==> src/rtl/spsp_pkg.sv <==
// Purpose: shared constants for the stepper pattern shift port
// Assumes: apb with 32-bit data, one register per aligned word
// Notes: offsets of all six registers are indices, byte address is four times
package spsp_pkg;
    // ------------------------------------------------------------
    // register map
    // ------------------------------------------------------------
    localparam logic [7:0] SPSP_IDX_CHAN0 = 8'h4c;
    localparam logic [7:0] SPSP_IDX_CHAN1 = 8'h4d;
    localparam logic [7:0] SPSP_IDX_CTRL = 8'h4e;
    localparam logic [7:0] SPSP_IDX_PFSEL = 8'h4f;
    localparam logic [7:0] SPSP_IDX_TRIG = 8'h50;
    localparam logic [7:0] SPSP_IDX_STAT = 8'h51;
    localparam int SPSP_ADDR_LSB = 2;
    // ------------------------------------------------------------
    // field positions
    // ------------------------------------------------------------
    localparam int SPSP_LATCH_LSB = 4;
    localparam int SPSP_CTRL_CH1_LSB = 4;
    localparam int SPSP_CTRL_PAT_BIT = 0;
    localparam int SPSP_CTRL_DIR_BIT = 1;
    localparam int SPSP_CTRL_MODE_BIT = 2;
    localparam int SPSP_TRIG_T8_PPG = 0;
    localparam int SPSP_TRIG_T8_PWM = 1;
    localparam int SPSP_TRIG_T8_TEN = 2;
    localparam int SPSP_TRIG_T4_EN_A = 3;
    localparam int SPSP_TRIG_T4_EN_B = 4;
    localparam int SPSP_TRIG_T5_EN = 5;
    localparam int SPSP_TRIG_CH1_SRC = 6;
    localparam int SPSP_TRIG_CH1_T16 = 7;
    // ------------------------------------------------------------
    // reset values
    // ------------------------------------------------------------
    localparam logic [3:0] SPSP_LATCH_RST = 4'h0;
    localparam logic [3:0] SPSP_ALT_RST = 4'h0;
    localparam logic [7:0] SPSP_CTRL_RST = 8'h00;
    localparam logic [7:0] SPSP_PFSEL_RST = 8'h00;
    localparam logic [7:0] SPSP_TRIG_RST = 8'h00;
    // ------------------------------------------------------------
    // channel step kinds
    // ------------------------------------------------------------
    typedef enum logic [1:0] {
        SPSP_STEP_HOLD,
        SPSP_STEP_RING4,
        SPSP_STEP_RING8
    } spsp_step_t;
endpackage

==> src/rtl/spsp_top.sv <==
// Purpose: two stepper / pattern shift channels on an 8-bit port, apb slave
// Assumes: timer match strobes and port data arrive from the same clock domain
// Notes: latch nibbles read back as zero; port pins are two signals each

// Contract
// [RL1] two 4-bit channels, per-pin port select
// [RL2] chan0 from 8-bit timer, chan1 selectable
// [RL3] control register selects mode, excitation, direction
// [RL4] pattern mode blocks cpu latch writes
// [RL5] pattern mode shifts like 1-2 step
// [RL6] software refills nibble before next trigger
// [RL7] pattern mode: mode bits 1, dir 0
// [RL8] trigger rising edge shifts latch to pins
// [RL9] direction 0 upward, 1 downward rotation
// [RL10] software seeds one or two ones
// [RL11] 1/2-step ignores alternate nibble
// [RL12] 1-2 step rotates eight-bit ring
// [RL13] software seeds interleaved three ones
// [RL14] latch write-only reset zero, alternate rw
// [RL15] software avoids read-modify-write
// [RL16] shift trigger separate from toggle trigger
// [RL17] ppg mode triggers on cycle match
// [RL18] pwm mode produces no trigger
// [RL19] software enables ff1 toggle
// [RL20] 16-bit triggers on second compare match
// [RL21] software sets timer match enables
// [RL22] software follows setup order
// [RL23] unselected pins keep port behaviour
module spsp_top (
    input wire logic clock_i,
    input wire logic rstn_i,
    input wire logic psel_i,
    input wire logic penable_i,
    input wire logic pwrite_i,
    input wire logic [31:0] paddr_i,
    input wire logic [31:0] pwdata_i,
    output logic [31:0] prdata_o,
    output logic pready_o,
    output logic pslverr_o,
    input wire logic tmr8_ff_match_i,
    input wire logic tmr8_cyc_match_i,
    input wire logic tmr8_any_match_i,
    input wire logic tmr4_cmp_b_match_i,
    input wire logic tmr5_cmp_b_match_i,
    input wire logic [7:0] port6_out_i,
    input wire logic [7:0] port6_dir_ctrl_i,
    output logic [7:0] port6_pin_o,
    output logic [7:0] port6_pin_oe_o
);
    // ------------------------------------------------------------
    // registers
    // ------------------------------------------------------------
    logic [7:0] shift_port_ctrl_reg_r;
    logic [7:0] port6_function_sel_r;
    logic [7:0] trig_cfg_r;
    logic [7:0] pin_r;
    logic [7:0] pin_oe_r;
    logic [31:0] prdata_r;
    logic [1:0] trig_prev_r;
    logic [1:0] trig_cnt0_r;
    logic [1:0] trig_cnt1_r;
    logic [3:0] chan0_latch;
    logic [3:0] chan0_alt_nibble;
    logic [3:0] chan1_latch;
    logic [3:0] chan1_alt;
    logic [7:0] port6_drive;
    logic [31:0] rd_mux;

    // ------------------------------------------------------------
    // apb decode
    // ------------------------------------------------------------
    localparam int SPSP_ADDR_LSB_W = spsp_pkg::SPSP_ADDR_LSB;
    function automatic logic hit(input logic [31:0] addr, input logic [7:0] idx);
        hit = (addr[31:SPSP_ADDR_LSB_W] == {22'h000000, idx}) && (addr[1:0] == 2'h0);
    endfunction

    wire access = psel_i & penable_i;
    wire wr_en = access & pwrite_i;
    wire hit_ch0 = hit(paddr_i, spsp_pkg::SPSP_IDX_CHAN0);
    wire hit_ch1 = hit(paddr_i, spsp_pkg::SPSP_IDX_CHAN1);
    wire hit_ctrl = hit(paddr_i, spsp_pkg::SPSP_IDX_CTRL);
    wire hit_pfsel = hit(paddr_i, spsp_pkg::SPSP_IDX_PFSEL);
    wire hit_trig = hit(paddr_i, spsp_pkg::SPSP_IDX_TRIG);
    wire hit_stat = hit(paddr_i, spsp_pkg::SPSP_IDX_STAT);
    wire mapped = hit_ch0 | hit_ch1 | hit_ctrl | hit_pfsel | hit_trig | hit_stat;

    // zero-wait slave; unmapped addresses answer with pslverr
    assign pready_o = 1'b1;
    assign pslverr_o = access & ~mapped;
    assign prdata_o = prdata_r;

    // ------------------------------------------------------------
    // control field views
    // ------------------------------------------------------------
    localparam int C1 = spsp_pkg::SPSP_CTRL_CH1_LSB;
    wire chan0_pattern_sel = shift_port_ctrl_reg_r[spsp_pkg::SPSP_CTRL_PAT_BIT]; // [RL3]
    wire chan0_dir = shift_port_ctrl_reg_r[spsp_pkg::SPSP_CTRL_DIR_BIT];
    wire chan0_mode_sel = shift_port_ctrl_reg_r[spsp_pkg::SPSP_CTRL_MODE_BIT];
    wire chan1_pattern_sel = shift_port_ctrl_reg_r[C1 + spsp_pkg::SPSP_CTRL_PAT_BIT];
    wire chan1_dir = shift_port_ctrl_reg_r[C1 + spsp_pkg::SPSP_CTRL_DIR_BIT];
    wire chan1_mode_sel = shift_port_ctrl_reg_r[C1 + spsp_pkg::SPSP_CTRL_MODE_BIT];

    // ------------------------------------------------------------
    // shift trigger sources
    // ------------------------------------------------------------
    // the shift trigger is its own condition, not the ff toggle strobe
    wire t8_ppg = trig_cfg_r[spsp_pkg::SPSP_TRIG_T8_PPG];
    wire t8_pwm = trig_cfg_r[spsp_pkg::SPSP_TRIG_T8_PWM];
    wire tmr8_ff1_toggle_en = trig_cfg_r[spsp_pkg::SPSP_TRIG_T8_TEN];
    wire t8_src = t8_ppg ? tmr8_cyc_match_i : tmr8_any_match_i; // [RL16] [RL17]
    wire t8_level = tmr8_ff1_toggle_en & ~t8_pwm & t8_src; // [RL18]
    wire tmr4_match_trig_en = trig_cfg_r[spsp_pkg::SPSP_TRIG_T4_EN_A];
    wire tmr4_match_trig_en_alt = trig_cfg_r[spsp_pkg::SPSP_TRIG_T4_EN_B];
    wire tmr5_match_trig_en = trig_cfg_r[spsp_pkg::SPSP_TRIG_T5_EN];
    // [RL20]
    wire t4_level = (tmr4_match_trig_en | tmr4_match_trig_en_alt) & tmr4_cmp_b_match_i;
    wire t5_level = tmr5_match_trig_en & tmr5_cmp_b_match_i; // [RL20]
    wire t16_level = trig_cfg_r[spsp_pkg::SPSP_TRIG_CH1_SRC] ? t5_level : t4_level;
    wire ch1_level = trig_cfg_r[spsp_pkg::SPSP_TRIG_CH1_T16] ? t16_level : t8_level; // [RL2]
    // rising edge only: a held match yields one shift
    wire ch0_trig = t8_level & ~trig_prev_r[0]; // [RL8] [RL2]
    wire ch1_trig = ch1_level & ~trig_prev_r[1]; // [RL8]

    // trigger edge memory
    always_ff @(posedge clock_i) begin
        if (!rstn_i) begin
            trig_prev_r <= 2'h0;
        end else begin
            trig_prev_r <= {ch1_level, t8_level};
        end
    end

    // wrap-around shift counters, visible to software for refill pacing
    always_ff @(posedge clock_i) begin
        if (!rstn_i) begin
            trig_cnt0_r <= 2'h0;
            trig_cnt1_r <= 2'h0;
        end else begin
            trig_cnt0_r <= trig_cnt0_r + {1'b0, ch0_trig};
            trig_cnt1_r <= trig_cnt1_r + {1'b0, ch1_trig};
        end
    end

    // ------------------------------------------------------------
    // configuration registers
    // ------------------------------------------------------------
    always_ff @(posedge clock_i) begin
        if (!rstn_i) begin
            shift_port_ctrl_reg_r <= spsp_pkg::SPSP_CTRL_RST;
            port6_function_sel_r <= spsp_pkg::SPSP_PFSEL_RST;
            trig_cfg_r <= spsp_pkg::SPSP_TRIG_RST;
        end else begin
            if (wr_en && hit_ctrl) begin
                shift_port_ctrl_reg_r <= pwdata_i[7:0]; // [RL3]
            end
            if (wr_en && hit_pfsel) begin
                port6_function_sel_r <= pwdata_i[7:0]; // [RL1]
            end
            if (wr_en && hit_trig) begin
                trig_cfg_r <= pwdata_i[7:0];
            end
        end
    end

    // ------------------------------------------------------------
    // channels
    // ------------------------------------------------------------
    spsp_chan u_shift_chan0 (
        .clock_i(clock_i),
        .rstn_i(rstn_i),
        .trig_i(ch0_trig),
        .pat_sel_i(chan0_pattern_sel),
        .dir_i(chan0_dir),
        .mode_sel_i(chan0_mode_sel),
        .wr_i(wr_en & hit_ch0),
        .wdata_i(pwdata_i[7:0]),
        .latch_o(chan0_latch),
        .alt_o(chan0_alt_nibble)
    );

    spsp_chan u_shift_chan1 (
        .clock_i(clock_i),
        .rstn_i(rstn_i),
        .trig_i(ch1_trig),
        .pat_sel_i(chan1_pattern_sel),
        .dir_i(chan1_dir),
        .mode_sel_i(chan1_mode_sel),
        .wr_i(wr_en & hit_ch1),
        .wdata_i(pwdata_i[7:0]),
        .latch_o(chan1_latch),
        .alt_o(chan1_alt)
    );

    // ------------------------------------------------------------
    // port 6 pins
    // ------------------------------------------------------------
    // per-pin choice between port data and channel output
    assign port6_drive = (port6_function_sel_r & {chan1_latch, chan0_latch})
                       | (~port6_function_sel_r & port6_out_i); // [RL1] [RL23]

    // pins registered so data outputs come from flip-flops
    always_ff @(posedge clock_i) begin
        if (!rstn_i) begin
            pin_r <= 8'h00;
            pin_oe_r <= 8'h00;
        end else begin
            pin_r <= port6_drive; // [RL8]
            pin_oe_r <= port6_dir_ctrl_i;
        end
    end
    assign port6_pin_o = pin_r;
    assign port6_pin_oe_o = pin_oe_r;

    // ------------------------------------------------------------
    // read path
    // ------------------------------------------------------------
    // latch nibbles read as zero: they are write-only
    assign rd_mux = hit_ch0 ? {28'h0000000, chan0_alt_nibble} // [RL14]
                  : hit_ch1 ? {28'h0000000, chan1_alt}
                  : hit_ctrl ? {24'h000000, shift_port_ctrl_reg_r}
                  : hit_pfsel ? {24'h000000, port6_function_sel_r}
                  : hit_trig ? {24'h000000, trig_cfg_r}
                  : hit_stat ? {24'h000000, trig_cnt1_r, trig_cnt0_r, 4'h0}
                  : 32'h00000000;

    // read data captured in setup so it is stable in the access phase
    always_ff @(posedge clock_i) begin
        if (!rstn_i) begin
            prdata_r <= 32'h00000000;
        end else if (psel_i && !penable_i && !pwrite_i) begin
            prdata_r <= rd_mux;
        end
    end
endmodule // spsp_top

==> src/rtl/spsp_chan.sv <==
// Purpose: one 4-bit shift channel with its alternate nibble
// Assumes: trig_i is a one-cycle pulse on clock_i
// Notes: latch bits are write-only, alternate nibble is readable
module spsp_chan (
    input wire logic clock_i,
    input wire logic rstn_i,
    input wire logic trig_i,
    input wire logic pat_sel_i,
    input wire logic dir_i,
    input wire logic mode_sel_i,
    input wire logic wr_i,
    input wire logic [7:0] wdata_i,
    output logic [3:0] latch_o,
    output logic [3:0] alt_o
);
    logic [3:0] latch_r;
    logic [3:0] alt_r;
    logic [3:0] latch_nxt;
    logic [3:0] alt_nxt;
    logic [7:0] ring;
    logic [7:0] ring_fwd;
    logic [7:0] ring_rev;
    logic [3:0] r4_fwd;
    logic [3:0] r4_rev;
    wire pg_mode = mode_sel_i & pat_sel_i;
    wire ring8 = pat_sel_i;

    // ------------------------------------------------------------
    // shift paths
    // ------------------------------------------------------------
    // interleaved ring order l3 a3 l2 a2 l1 a1 l0 a0, ring bit 7 is l3
    assign ring = {latch_r[3], alt_r[3], latch_r[2], alt_r[2],
                   latch_r[1], alt_r[1], latch_r[0], alt_r[0]};
    assign ring_fwd = {ring[6:0], ring[7]}; // [RL9]
    assign ring_rev = {ring[0], ring[7:1]}; // [RL9]
    assign r4_fwd = {latch_r[2:0], latch_r[3]}; // [RL9]
    assign r4_rev = {latch_r[0], latch_r[3:1]}; // [RL9]

    // next value: a trigger wins over a same-cycle cpu write
    always_comb begin
        latch_nxt = latch_r;
        alt_nxt = alt_r;
        if (trig_i) begin
            if (ring8) begin
                // [RL12] [RL5]
                latch_nxt = dir_i ? {ring_rev[7], ring_rev[5], ring_rev[3], ring_rev[1]}
                                  : {ring_fwd[7], ring_fwd[5], ring_fwd[3], ring_fwd[1]};
                alt_nxt = dir_i ? {ring_rev[6], ring_rev[4], ring_rev[2], ring_rev[0]}
                                : {ring_fwd[6], ring_fwd[4], ring_fwd[2], ring_fwd[0]};
            end else begin
                latch_nxt = dir_i ? r4_rev : r4_fwd; // [RL8] [RL11]
            end
        end else if (wr_i) begin
            alt_nxt = wdata_i[3:0];
            if (!pg_mode) begin
                latch_nxt = wdata_i[7:spsp_pkg::SPSP_LATCH_LSB]; // [RL4]
            end
        end
    end

    // state update
    always_ff @(posedge clock_i) begin
        if (!rstn_i) begin
            latch_r <= spsp_pkg::SPSP_LATCH_RST; // [RL14]
            alt_r <= spsp_pkg::SPSP_ALT_RST;
        end else begin
            latch_r <= latch_nxt;
            alt_r <= alt_nxt;
        end
    end

    assign latch_o = latch_r;
    assign alt_o = alt_r;
endmodule // spsp_chan

==> config.mk <==
export PLATFORM = sky130hd
export DESIGN_NAME = spsp_top
export DESIGN_NICKNAME = d
export VERILOG_FILES = /design/src/rtl/spsp_pkg.sv /design/src/rtl/spsp_top.sv /design/src/rtl/spsp_chan.sv
export SDC_FILE = /design/constraint.sdc
export NUM_CORES = 1
export LEC_CHECK = 0
export BUFFER_PORTS_ARGS = -buffer_cell sky130_fd_sc_hd__buf_2
export CORE_UTILIZATION = 50
export DETAILED_ROUTE_END_ITERATION = 6
export GPL_TIMING_DRIVEN = 1
export PLACE_DENSITY = 0.78
export SYNTH_ARGS = -nofsm -noshare
export SYNTH_HDL_FRONTEND = slang
export SYNTH_SLANG_ARGS = --single-unit
export TNS_END_PERCENT = 50
==> constraint.sdc <==
create_clock -name clock_i -period 2.4 [get_ports clock_i]
set_input_delay 0.36 -clock clock_i [delete_from_list [all_inputs] [get_ports clock_i]]
set_output_delay 0.36 -clock clock_i [all_outputs]
set_load 0.005 [all_outputs]
Yosys cells after proc, flatten, opt, wreduce, memory -nomap -nowiden:

Index checks and enable logic that the tools add are counted.

* flip-flop bits (word level): 94
* latch bits: 0
* RAM bits: 0
* ROM bits: 0
* input bits: 90
* output and inout bits: 50
* word-level logic and storage cells: 101
* memories kept: 0

* add/sub/neg operators: 2
* multipliers: 0
* divide/modulo/power cells: 0
* order comparisons: 0
* equal/unequal tests: 10
* shift-type cells: 0
* mux-type cells: 29
* bitwise gates (word level): 27
* reductions and logical operators: 20

Operator list (number)
* equality test 30 x 7 -> 1 bit, second input constant: 6
* 2-to-1 mux 4 bit: 20
* 2-to-1 mux 8 bit: 6
* AND 8 bit: 2
* AND 1 bit: 13
* logical AND 1 bit: 11
* != test 2 bit, second input constant: 4
* NOT 8 bit: 1
* bitwise OR 8 bit: 1
* AND reduction 2 bit: 4
* bitwise OR 1 bit: 6
* adder 2 x 1 -> 2 bit: 2
* NOT 1 bit: 4
* nonzero test 2 bit: 2
* 2-to-1 mux 1 bit: 3
* zero test 1 bit: 2
* zero test 2 bit: 1

Longest topological paths before layout:

Gate-level depths: netlist of run 1.

* word-level depth: 9
* depth in mapped cells: 9
* gate-level depth less buffers: 7

Modules after synthesis:

A second synthesis of run 1 with hierarchy kept.

* cells, all modules: 432
* area, all modules: 3936.3 µm²

Modules (own cells, without submodules)
* spsp_top: times used 1, cells an instance 290, area each 2755.1 µm², sequential area each 1081.0 µm²
* spsp_chan: times used 2, cells an instance 71, area each 590.6 µm², sequential area each 160.2 µm²

Worst setup path before layout of run 1:

OpenSTA, ideal clock, no wires.

* kind: register to register
* start: register trig_cfg_r[0]
* end: register trig_cnt1_r[1]
* setup time: 115 ps
* data arrival time: 1953 ps
* data required time: 2285 ps
* path slack: 332 ps
* stages on the path, launching flop included: 10
* path buffers: 2
* period minus slack after synthesis: 2068 ps
* cell sequence: dfxtp_1 mux2_1 a21oi_1 or3_1 buf_2 buf_2 inv_1 ha_1 xor2_1 and2_1

* longest elaborated chain between the ends: 5

RTL lines
* start: declaration: RTL line spsp_top.sv:55 `logic [7:0] trig_cfg_r;`
* start signal: assignment: RTL line spsp_top.sv:151 `trig_cfg_r <= spsp_pkg::SPSP_TRIG_RST;`
* start signal: assignment: RTL line spsp_top.sv:160 `trig_cfg_r <= pwdata_i[7:0];`
* 2-to-1 mux 1 bit: RTL line spsp_top.sv:110 `wire t8_src = t8_ppg ? tmr8_cyc_match_i : tmr8_any_match_i;`
* AND 1 bit: RTL line spsp_top.sv:111 `wire t8_level = tmr8_ff1_toggle_en & ~t8_pwm & t8_src;`
* 2-to-1 mux 1 bit: RTL line spsp_top.sv:119 `wire ch1_level = trig_cfg_r[spsp_pkg::SPSP_TRIG_CH1_T16] ? t16_level : t8_level;`
* AND 1 bit: RTL line spsp_top.sv:122 `wire ch1_trig = ch1_level & ~trig_prev_r[1];`
* adder 2 x 1 -> 2 bit: RTL line spsp_top.sv:140 `trig_cnt1_r <= trig_cnt1_r + {1'b0, ch1_trig};`
* end signal: assignment: RTL line spsp_top.sv:140
* end: declaration: RTL line spsp_top.sv:61 `logic [1:0] trig_cnt1_r;`

Every way passes these cells.
A chain may end at the register's enable or synchronous reset.

Worst setup path after layout of run 1:

* start: register trig_cfg_r[0]
* end: register u_shift_chan1.alt_r[2] (netlist: u_shift_chan1.alt_o[2])

* longest elaborated chain between the ends: 6
* elaborated cells between the ends (all ways): 8

RTL lines
* 2-to-1 mux 1 bit *: RTL line spsp_top.sv:110
* AND 1 bit *: RTL line spsp_top.sv:111
* 2-to-1 mux 1 bit *: RTL line spsp_top.sv:119
* AND 1 bit *: RTL line spsp_top.sv:122
* != test 2 bit (no line) / nonzero test 2 bit (equally long branches)
* AND reduction 2 bit (no line)
* end signal: assignment: RTL line spsp_chan.sv:65 `alt_r <= spsp_pkg::SPSP_ALT_RST;`
* end signal: assignment: RTL line spsp_chan.sv:68 `alt_r <= alt_nxt;`
* end: declaration: RTL line spsp_chan.sv:17 `logic [3:0] alt_r;`

Mark *: on every way between the ends. The rest lies on a longest branch, timed or not.

==> results.yml, run 1 <==
worst_setup_path:
  worstPathRequired_ns: 2.68
  crit_buf_inv: 0
  start_kind: "flop"
  critPathMaxFanout: 7
  criticalPathCategory: "flop to flop"
  reg2reg_depth: 5
  crit_chain: "mux2_1 -> a21oi_1 -> or3_1 -> mux2i_2 -> mux2i_1"
  cpMaxStageDelayCell: "mux2i_2"
  worst_setup_path_end_kind: "flop"
  cp_num_cells: 5
  slowest_delay_ns: 0.46
  cp.arrival_ns: 2.40
  critPathTopFamily: "multiplexers"
sta:
  rsz0062_at_grt: "false"
  relSlewSlack: 0.6398
  layout_min_cycle_time_ns: 2.116
  whs_ns: 0.2104
  setup_violations: 0
  final.setup.worst_slack_ns: 0.2837
  drv_slew: 0
  post-route-period-util: 0.8818
  worstMarginPinSlew_ns: 0.5396
  final.setup_skew_ns: 0.007715
  fmax_mhz: 472.5
  tns_ns: 0
  hold_viol: 0
synth:
  synthTopCellsByArea: "dfxtp_1, mux2i_1, nor2b_1, buf_4, mux4_2"
  yosys-top-cells-count: "dfxtp_1, mux2i_1, nor2b_1"
  synthFlopType: "dfxtp_1"
  yosysMostFrequentCell: "dfxtp_1"
  synth_area_per_cell_sq_um: 9.729
  synth_edf_count: 0
  synth_top_area_frac: 0.3592
  netlist_area_sq_um: 3901
  yosysWarnings: 0
  ys_ff_latch: 70
  yosys.area.top_type: "dfxtp_1"
  synthCells: 401
  synthArstFlopShare: 0
  ys_seq_area_frac: 0.3592
  ys_types: 51
grt:
  grt_overflow: 0
  grtUsageTotal: 0.2386
  grt_pass1_wl_microns: 15350
  grt_pass1_vias: 3069
  antenna_found_initial: 0
  grt_max_degree: 73
hold_path:
  hp-class: "primary input to flop"
  hold_path_depth: 2
floorplan:
  core_area_sq_um: 7408
  start_util: 0.5266
  rows: 31
  die-area_sq_um: 8160
  die_w_microns: 90.33
  die_h_microns: 90.33
  io_pins: 140
layout:
  final-seq-area_sq_um: 1401
  drive_gt1_frac: 0.2933
  multi_input_area_sq_um: 2271
  nNetsFinal: 578
  diodes: 0
  final_cell_count_no_fill: 590
  area_growth_pct: 17.96
  post-route-util: 0.6212
  n_fill_cell: 624
power:
  p_per_area_nw_per_um2: 529.0
  p_sw_frac: 0.2397
  p_comb_frac: 0.082
  switching_power_w: 0.0005835
  ir_worst_vdd_uv: 258.2
  leakagePower_nw: 1.905
  pwr-share-seq: 0.484
  p_int_w: 0.001851
  pwr-share-clk: 0.435
drt:
  first_pass_iters: 5
  viasPerCell: 5.619
  wl_per_cell_microns: 15.89
  drt-total-wl_microns: 9374
  ant_nets: 0
  drt-initial-drc-count: 237
  vias: 3315
  drc: 0
clocking:
  cts_sinks: 70
  clock_latency_ns: 0.35
  clkTransAtPathRegs_ns: 0.08
  numCtsBuffers: 9
  cts_root_buf: "clkbuf_8"
  cts_tree: "built"
  clk_path_buf_depth: 2
  htreeDepth: 3
  cts_hold_buffers: 0
  cts_resized: 0
  postCtsSetupRepairBufs: 0
placed_design:
  dp_slack_ns: 0.2196
  dpl.cell_count: 574
  dp_hpwl_microns: 6909
  io_buffers: 89
  place.gp.congestion: 0.8464
job:
  maxCapViolCount: 0
status:
  outcome: "complete, no violations"
[layer usage]
metal,GRT usage,up-vias,share of wire
li1,-,1573,-
met1,0.3083,1567,0.43
met2,0.3880,154,0.48
met3,0.05135,21,0.067
met4,0.09543,0,0.023
met5,0,-,0
[kinds of logic after synthesis]
family	synth area share
DFF	0.3592
AOI/OAI and AO/OA	0.1254
and+or+nand+nor	0.2242
other	0.001925
buffers and inverters	0.08082
xor gates and xnor gates	0.004491
muxes	0.1976
adders and majority gates	0.006413
[per-stage QoR]
| step | total power (W) | area [sq um] |
|---|---|---|
| 2_1_floorplan | 0.001327 | 3988 |
| 3_3_place_gp | 0.001398 | 4382 |
| 3_5_place_dp | 0.001403 | 4382 |
| 4_1_cts | 0.002446 | 4602 |
| 5_1_grt | 0.002522 | 4602 |
| 6_report | 0.002434 | 4602 |
[path summary, 6_finish.rpt]
check | from | to | slack [ns]
worst min register to register | prdata_o[3]$_SDFFE_PN0P_ | prdata_o[3]$_SDFFE_PN0P_ | 0.45
worst min-delay path | port6_dir_ctrl_i[4] | port6_pin_oe_o[4]$_SDFF_PN0_ | 0.21
worst max-delay path | trig_cfg_r[0]$_SDFFE_PN0P_ | u_shift_chan1.alt_o[2]$_SDFFE_PN0P_ | 0.28
worst max register to register | trig_cfg_r[0]$_SDFFE_PN0P_ | u_shift_chan1.alt_o[2]$_SDFFE_PN0P_ | 0.28
[area by class of cell]
type | instances | share of cell area
timing repair buffer | 103 | 0.1223
tap | 99 | 0.02692
clock buffer | 9 | 0.02692
inverter | 6 | 0.004894
clock inverter | 7 | 0.02094
sequential | 70 | 0.3045
multi-input combinational | 296 | 0.4935
[flip-flops by register name (all words and copies together), names as in the netlist, 4 cells and up]
name	cells
trig_cfg_r	8
u_shift_chan0.alt_o	4
port6_pin_oe_o	8
shift_port_ctrl_reg_r	8
u_shift_chan1.latch_o	4
port6_pin_o	8
port6_function_sel_r	8
u_shift_chan1.alt_o	4
prdata_o	8
u_shift_chan0.latch_o	4
[power by group through the flow]
stage	clock (W)	sequential [W]	combinational (W)
CTS	0.00107	0.00118	0.000199
floorplan	0	0.00121	0.000119
global route	0.00112	0.00118	0.000219
detailed placement	0	0.00120	0.000198
finish	0.00106	0.00118	0.000199
global placement	0	0.00120	0.000194
[layout by cell type (no fill, tap or decap), types with 9 or more instances in the layout]
cell,instances
mux2i_1,52
nand3_1,15
dfxtp_1,70
nor2b_1,35
and2_1,14
clkbuf_8,9
o21ai_0,20
a21oi_1,18
conb_1,25
nand2_1,18
buf_2,89
buf_4,13
No activity file was read; power rests on OpenSTA's default activity.
==> run 2: changes to the inputs <==
ABC_AREA = 1   (was default)
BUFFER_PORTS_ARGS = default   (was -buffer_cell sky130_fd_sc_hd__buf_2)
CORE_UTILIZATION = 64   (was 50)
DONT_BUFFER_PORTS = 1   (was default)
==> results.yml, run 2 <==
status:
  outcome: "complete, no violations"
synth:
  synth_top_area_frac: 0.3523
  synthTopCellsByArea: "dfxtp_1, nand2_1, o21ai_0, a21oi_1, nand3_1"
  ys_types: 34
  synth-simple-area-share: 0.3139
  synth_edf_count: 0
  ys_seq_area_frac: 0.3523
  synth_area_per_cell_sq_um: 6.663
  netlist_area_sq_um: 3978
  ys_ff_latch: 70
  synthXorXnorAreaFrac: 0.004404
  synthFlopType: "dfxtp_1"
  synthArstFlopShare: 0
  yosys-top-cells-count: "nand2_1, inv_1, dfxtp_1, nor2_1, o21ai_0"
  synth-compound-area-share: 0.1784
  synthAdderAreaFrac: 0.006291
  yosys-mux-area-fraction: 0
  yosysWarnings: 0
  synthCells: 597
  synth_top_family_by_area: "simple AND/OR/NAND/NOR gates"
  yosys.area.top_type: "dfxtp_1"
  yosysMostFrequentCell: "nand2_1"
worst_setup_path:
  slowest_delay_ns: 0.38
  critPathMaxFanout: 12
  cp_common_cell: "nand2_1"
  worst_setup_path_end_kind: "flop"
  crit_chain: "inv_1 -> nand2_1 -> nand2_1 -> nand3_1 -> nand2_1 -> nand2_1 -> nor2_2 -> inv_2 -> a21boi_1 -> nor2_1 -> nor2_1"
  cpMaxStageDelayCell: "nor2_2"
  critPathTopFamily: "simple AND/OR/NAND/NOR gates"
  criticalPathCategory: "flop to flop"
  crit_buf_inv: 2
  worstPathRequired_ns: 2.70
  start_kind: "flop"
  cp.arrival_ns: 2.25
clocking:
  cts_tree: "built"
  cts_sinks: 70
  cts_root_buf: "clkbuf_8"
  clkTransAtPathRegs_ns: 0.08
  numCtsBuffers: 9
  clk_path_buf_depth: 2
  clock_latency_ns: 0.36
  htreeDepth: 3
  cts_resized: 0
  postCtsSetupRepairBufs: 0
  cts_hold_buffers: 0
sta:
  fmax_mhz: 512.8
  drv_slew: 0
  setup_violations: 0
  rsz0062_at_grt: "false"
  layout_min_cycle_time_ns: 1.950
  relSlewSlack: 0.5526
  tns_ns: 0
  hold_viol: 0
  post-route-period-util: 0.8126
  final.setup_skew_ns: 0.01001
  worstMarginPinSlew_ns: 0.6703
layout:
  layout_commonest_cell: "nand2_1"
  diodes: 0
  drive_gt1_frac: 0.07705
  n_fill_cell: 539
  final_cell_mix: "nand2_1, inv_1, nor2_1, dfxtp_1, o21ai_0"
  final-seq-area_sq_um: 1401
  area_growth_pct: 2.988
  multi_input_area_sq_um: 2095
  fin_area_sq_um: 4096
  nNetsFinal: 684
drt:
  first_pass_iters: 7
  drt-initial-drc-count: 300
  drc: 0
  vias: 3845
  viasPerCell: 5.722
  ant_nets: 0
  drt-total-wl_microns: 9814
  wl_per_cell_microns: 14.60
floorplan:
  io_pins: 140
  start_util: 0.6679
  die-area_sq_um: 6534
  die_w_microns: 80.84
  rows: 28
  core_area_sq_um: 5956
  die_h_microns: 80.84
grt:
  grt_pass1_wl_microns: 15580
  grt_pass1_vias: 3376
  grt_overflow: 0
  grtUsageTotal: 0.3161
  grt_max_degree: 51
  antenna_found_initial: 0
power:
  p_comb_frac: 0.042
  p_sw_frac: 0.2479
  leakagePower_nw: 1.840
  ir_worst_vdd_uv: 430.9
  p_per_area_nw_per_um2: 545.8
  switching_power_w: 0.0005543
  pwr-share-clk: 0.429
  p_int_w: 0.001682
  pwr-share-seq: 0.529
placed_design:
  place.gp.congestion: 0.9492
  placed_cell_area_sq_um: 3897
  io_buffers: 0
  dp_hpwl_microns: 7273
hold_path:
  hp-class: "primary input to flop"
job:
  maxCapViolCount: 0
-- run 2: cell types whose count changed in the layout (fill, tap and decap cells not counted), moves of 35 or more --
cell / previous run / this run
a21oi_1: 18 / 59
buf_2: 89 / 0
inv_1: 5 / 72
mux2i_1: 52 / 0
nand2_1: 18 / 112
nand3_1: 15 / 58
nor2_1: 8 / 70
nor2b_1: 35 / 0
o21ai_0: 20 / 67
-- run 2: logic make-up (layout without fill, tap and decap cells) --
logic type | Yosys count | after routing
DFF | 70 | 70
AOI/OAI and AO/OA | 136 | 136
and+or+nand+nor | 268 | 268
xor gates and xnor gates | 2 | 2
buffers and inverters | 117 | 94
other | 2 | 25
adders and majority gates | 2 | 2
-- run 2: final timing paths --
check / start / to / slack, ns / cells past startpoint
setup / recovery: trig_cfg_r[0]$_SDFFE_PN0P_ / u_shift_chan1.alt_o[2]$_SDFFE_PN0P_ / 0.45 / 11
hold / removal: port6_dir_ctrl_i[2] / port6_pin_oe_o[2]$_SDFF_PN0_ / 0.1 / 2
setup reg to reg: trig_cfg_r[0]$_SDFFE_PN0P_ / u_shift_chan1.alt_o[2]$_SDFFE_PN0P_ / 0.45 / 11
hold reg to reg: prdata_o[6]$_SDFFE_PN0P_ / prdata_o[6]$_SDFFE_PN0P_ / 0.49 / 2
-- run 2: power by group through the flow --
stage                     Sequential (W)  Clock (W)  Combinational (W)
final                            0.00118   0.000959          0.0000946
after global placement           0.00121          0          0.0000896
after CTS                        0.00118   0.000958          0.0000927
after global routing             0.00118    0.00101           0.000110
after floorplan                  0.00121          0           0.000113
after detailed placement         0.00121          0          0.0000923
-- run 2: stage by stage --
step	cells	utilization	setup slack, ns	hold WS, ns	total power [W]
2_1_floorplan	620	-	0.6869	0.4433	0.001321
3_3_place_gp	656	0.6544	0.4718	0.4582	0.001299
3_5_place_dp	656	0.6544	0.4099	0.4619	0.001301
4_1_cts	672	0.6878	0.4855	0.09720	0.002233
5_1_grt	672	0.6878	0.3060	0.09564	0.002302
6_report	672	0.6878	0.4497	0.09812	0.002236
-- run 2: metal layers --
metal  track usage  up-vias  wire [microns]
met5             0        -               0
met4        0.1000        0             203
met3       0.09213       24             864
met2        0.5471      210            4731
met1        0.3740     1739            4015
li1              -     1872               -
-- run 2: cell type report --
cell class | count | share of cell area
clock buffer | 9 | 0.03024
clock inverter | 7 | 0.01833
inverter | 74 | 0.06781
multi-input combinational | 433 | 0.5113
sequential | 70 | 0.3421
tap | 75 | 0.02291
timing repair buffer | 4 | 0.007330
==> run 3: changes to the inputs <==
clock period = 1.8 ns   (was 2.4 ns; I/O delays follow)
==> results.yml, run 3 (synthesized netlist as in run 2, its figures left out) <==
sta:
  fmax_mhz: 639.7
  final.setup_skew_ns: 0.007552
  drv_slew: 0
  layout_min_cycle_time_ns: 1.563
  relSlewSlack: 0.5481
  rsz0062_at_grt: "false"
  post-route-period-util: 0.8685
  setup_violations: 0
  final.setup.worst_slack_ns: 0.2367
  tns_ns: 0
  hold_viol: 0
  worstMarginPinSlew_ns: 0.6771
layout:
  n_fill_cell: 513
  area_growth_pct: 6.511
  final_cell_count_no_fill: 685
  layout_commonest_cell: "nand2_1"
  final_cell_mix: "nand2_1, inv_1, nor2_1, dfxtp_1, o21ai_0"
  diodes: 0
  final-seq-area_sq_um: 1401
  multi_input_area_sq_um: 2111
  drive_gt1_frac: 0.1016
  nNetsFinal: 697
power:
  ir_worst_vdd_uv: 608.1
  p_total_w: 0.003125
  leakagePower_nw: 1.927
  p_per_area_nw_per_um2: 737.7
drt:
  wl_per_cell_microns: 14.34
  drt-initial-drc-count: 358
  vias: 3824
  ant_nets: 0
  first_pass_iters: 7
  viasPerCell: 5.582
  drc: 0
  drt-total-wl_microns: 9826
grt:
  busiest_layer: "met2"
  grt_pass1_vias: 3380
  met2_usage: 0.5403
  globalRouteMet1Util: 0.3914
  antenna_found_initial: 0
  grtUsageTotal: 0.3192
  grt_pass1_wl_microns: 15810
  grt_util_met3: 0.07528
  grt_max_degree: 51
  grt_overflow: 0
clocking:
  clock_latency_ns: 0.35
  cts_root_buf: "clkbuf_8"
  cts_tree: "built"
  numCtsBuffers: 9
  cts_hold_buffers: 0
  clkTransAtPathRegs_ns: 0.08
  htreeDepth: 3
  cts_sinks: 70
  clk_path_buf_depth: 2
floorplan:
  die-area_sq_um: 6534
  start_util: 0.6679
  rows: 28
  io_pins: 140
  die_h_microns: 80.84
  core_area_sq_um: 5956
  die_w_microns: 80.84
placed_design:
  io_buffers: 0
  place.gp.congestion: 0.9647
  dp_hpwl_microns: 7410
  dp_slack_ns: 0.08050
  dpl.cell_count: 668
status:
  outcome: "complete, no violations"
hold_path:
  hp-class: "primary input to flop"
worst_setup_path:
  start_kind: "flop"
  worst_setup_path_end_kind: "flop"
  critPathMaxFanout: 10
  worstPathRequired_ns: 2.09
  cp.arrival_ns: 1.85
  criticalPathCategory: "flop to flop"
job:
  maxCapViolCount: 0
[run 3: metal layers]
| layer | share of wire | up-vias |
|---|---|---|
| met4 | 0.021 | 0 |
| met2 | 0.48 | 189 |
| li1 | - | 1908 |
| met5 | 0 | - |
| met1 | 0.42 | 1708 |
| met3 | 0.084 | 19 |
[run 3: report_power, final]
group	internal, W	leakage (nW)	switching (W)
clock network	0.000784	0.106	0.000634
logic	0.0000381	1.25	0.0000928
registers	0.00157	0.568	0.00000946
total	0.00239	1.93	0.000737
[run 3: critical path, cell delays in order (launching register included)]
cell	delay, ns
dfxtp_1	0.33
inv_1	0.07
nand2_1	0.05
nand2_1	0.06
nand3_2	0.09
nand2_1	0.07
nand2_1	0.10
nor2_4	0.22
inv_2	0.14
a21boi_2	0.24
nor2_1	0.06
nor2_1	0.08
[run 3: what timing repair did]
item / in CTS / in global routing
gates resized for setup: 0 / 6
endpoints found under the setup margin: 0 / 7
setup buffers: 0 / 1
[run 3: through the flow]
| stage | util | cell area, sq um | hold WS, ns |
|---|---|---|---|
| 2_1_floorplan | - | 4064 | 0.3676 |
| 3_3_place_gp | 0.6695 | 3988 | 0.3679 |
| 3_5_place_dp | 0.6695 | 3988 | 0.3722 |
| 4_1_cts | 0.7067 | 4209 | 0.005786 |
| 5_1_grt | 0.7113 | 4237 | 0.006975 |
| 6_report | 0.7113 | 4237 | 0.01529 |
[run 3: final cells by class]
class	instances	share of cell area
clock buffer	9	0.02924
inverter	74	0.06556
multi-input combinational	433	0.4982
tap	75	0.02215
sequential	70	0.3308
clock inverter	7	0.02304
timing repair buffer	17	0.03101
[run 3: worst paths after layout]
kind,depth (start not counted),start,slack [ns],end
hold reg to reg,2,port6_function_sel_r[0]$_SDFFE_PN0P_,0.48,port6_function_sel_r[0]$_SDFFE_PN0P_
hold / removal,2,port6_dir_ctrl_i[2],0.02,port6_pin_oe_o[2]$_SDFF_PN0_
setup reg to reg,11,trig_cfg_r[0]$_SDFFE_PN0P_,0.24,u_shift_chan1.alt_o[0]$_SDFFE_PN0P_
setup / recovery,11,trig_cfg_r[0]$_SDFFE_PN0P_,0.24,u_shift_chan1.alt_o[0]$_SDFFE_PN0P_
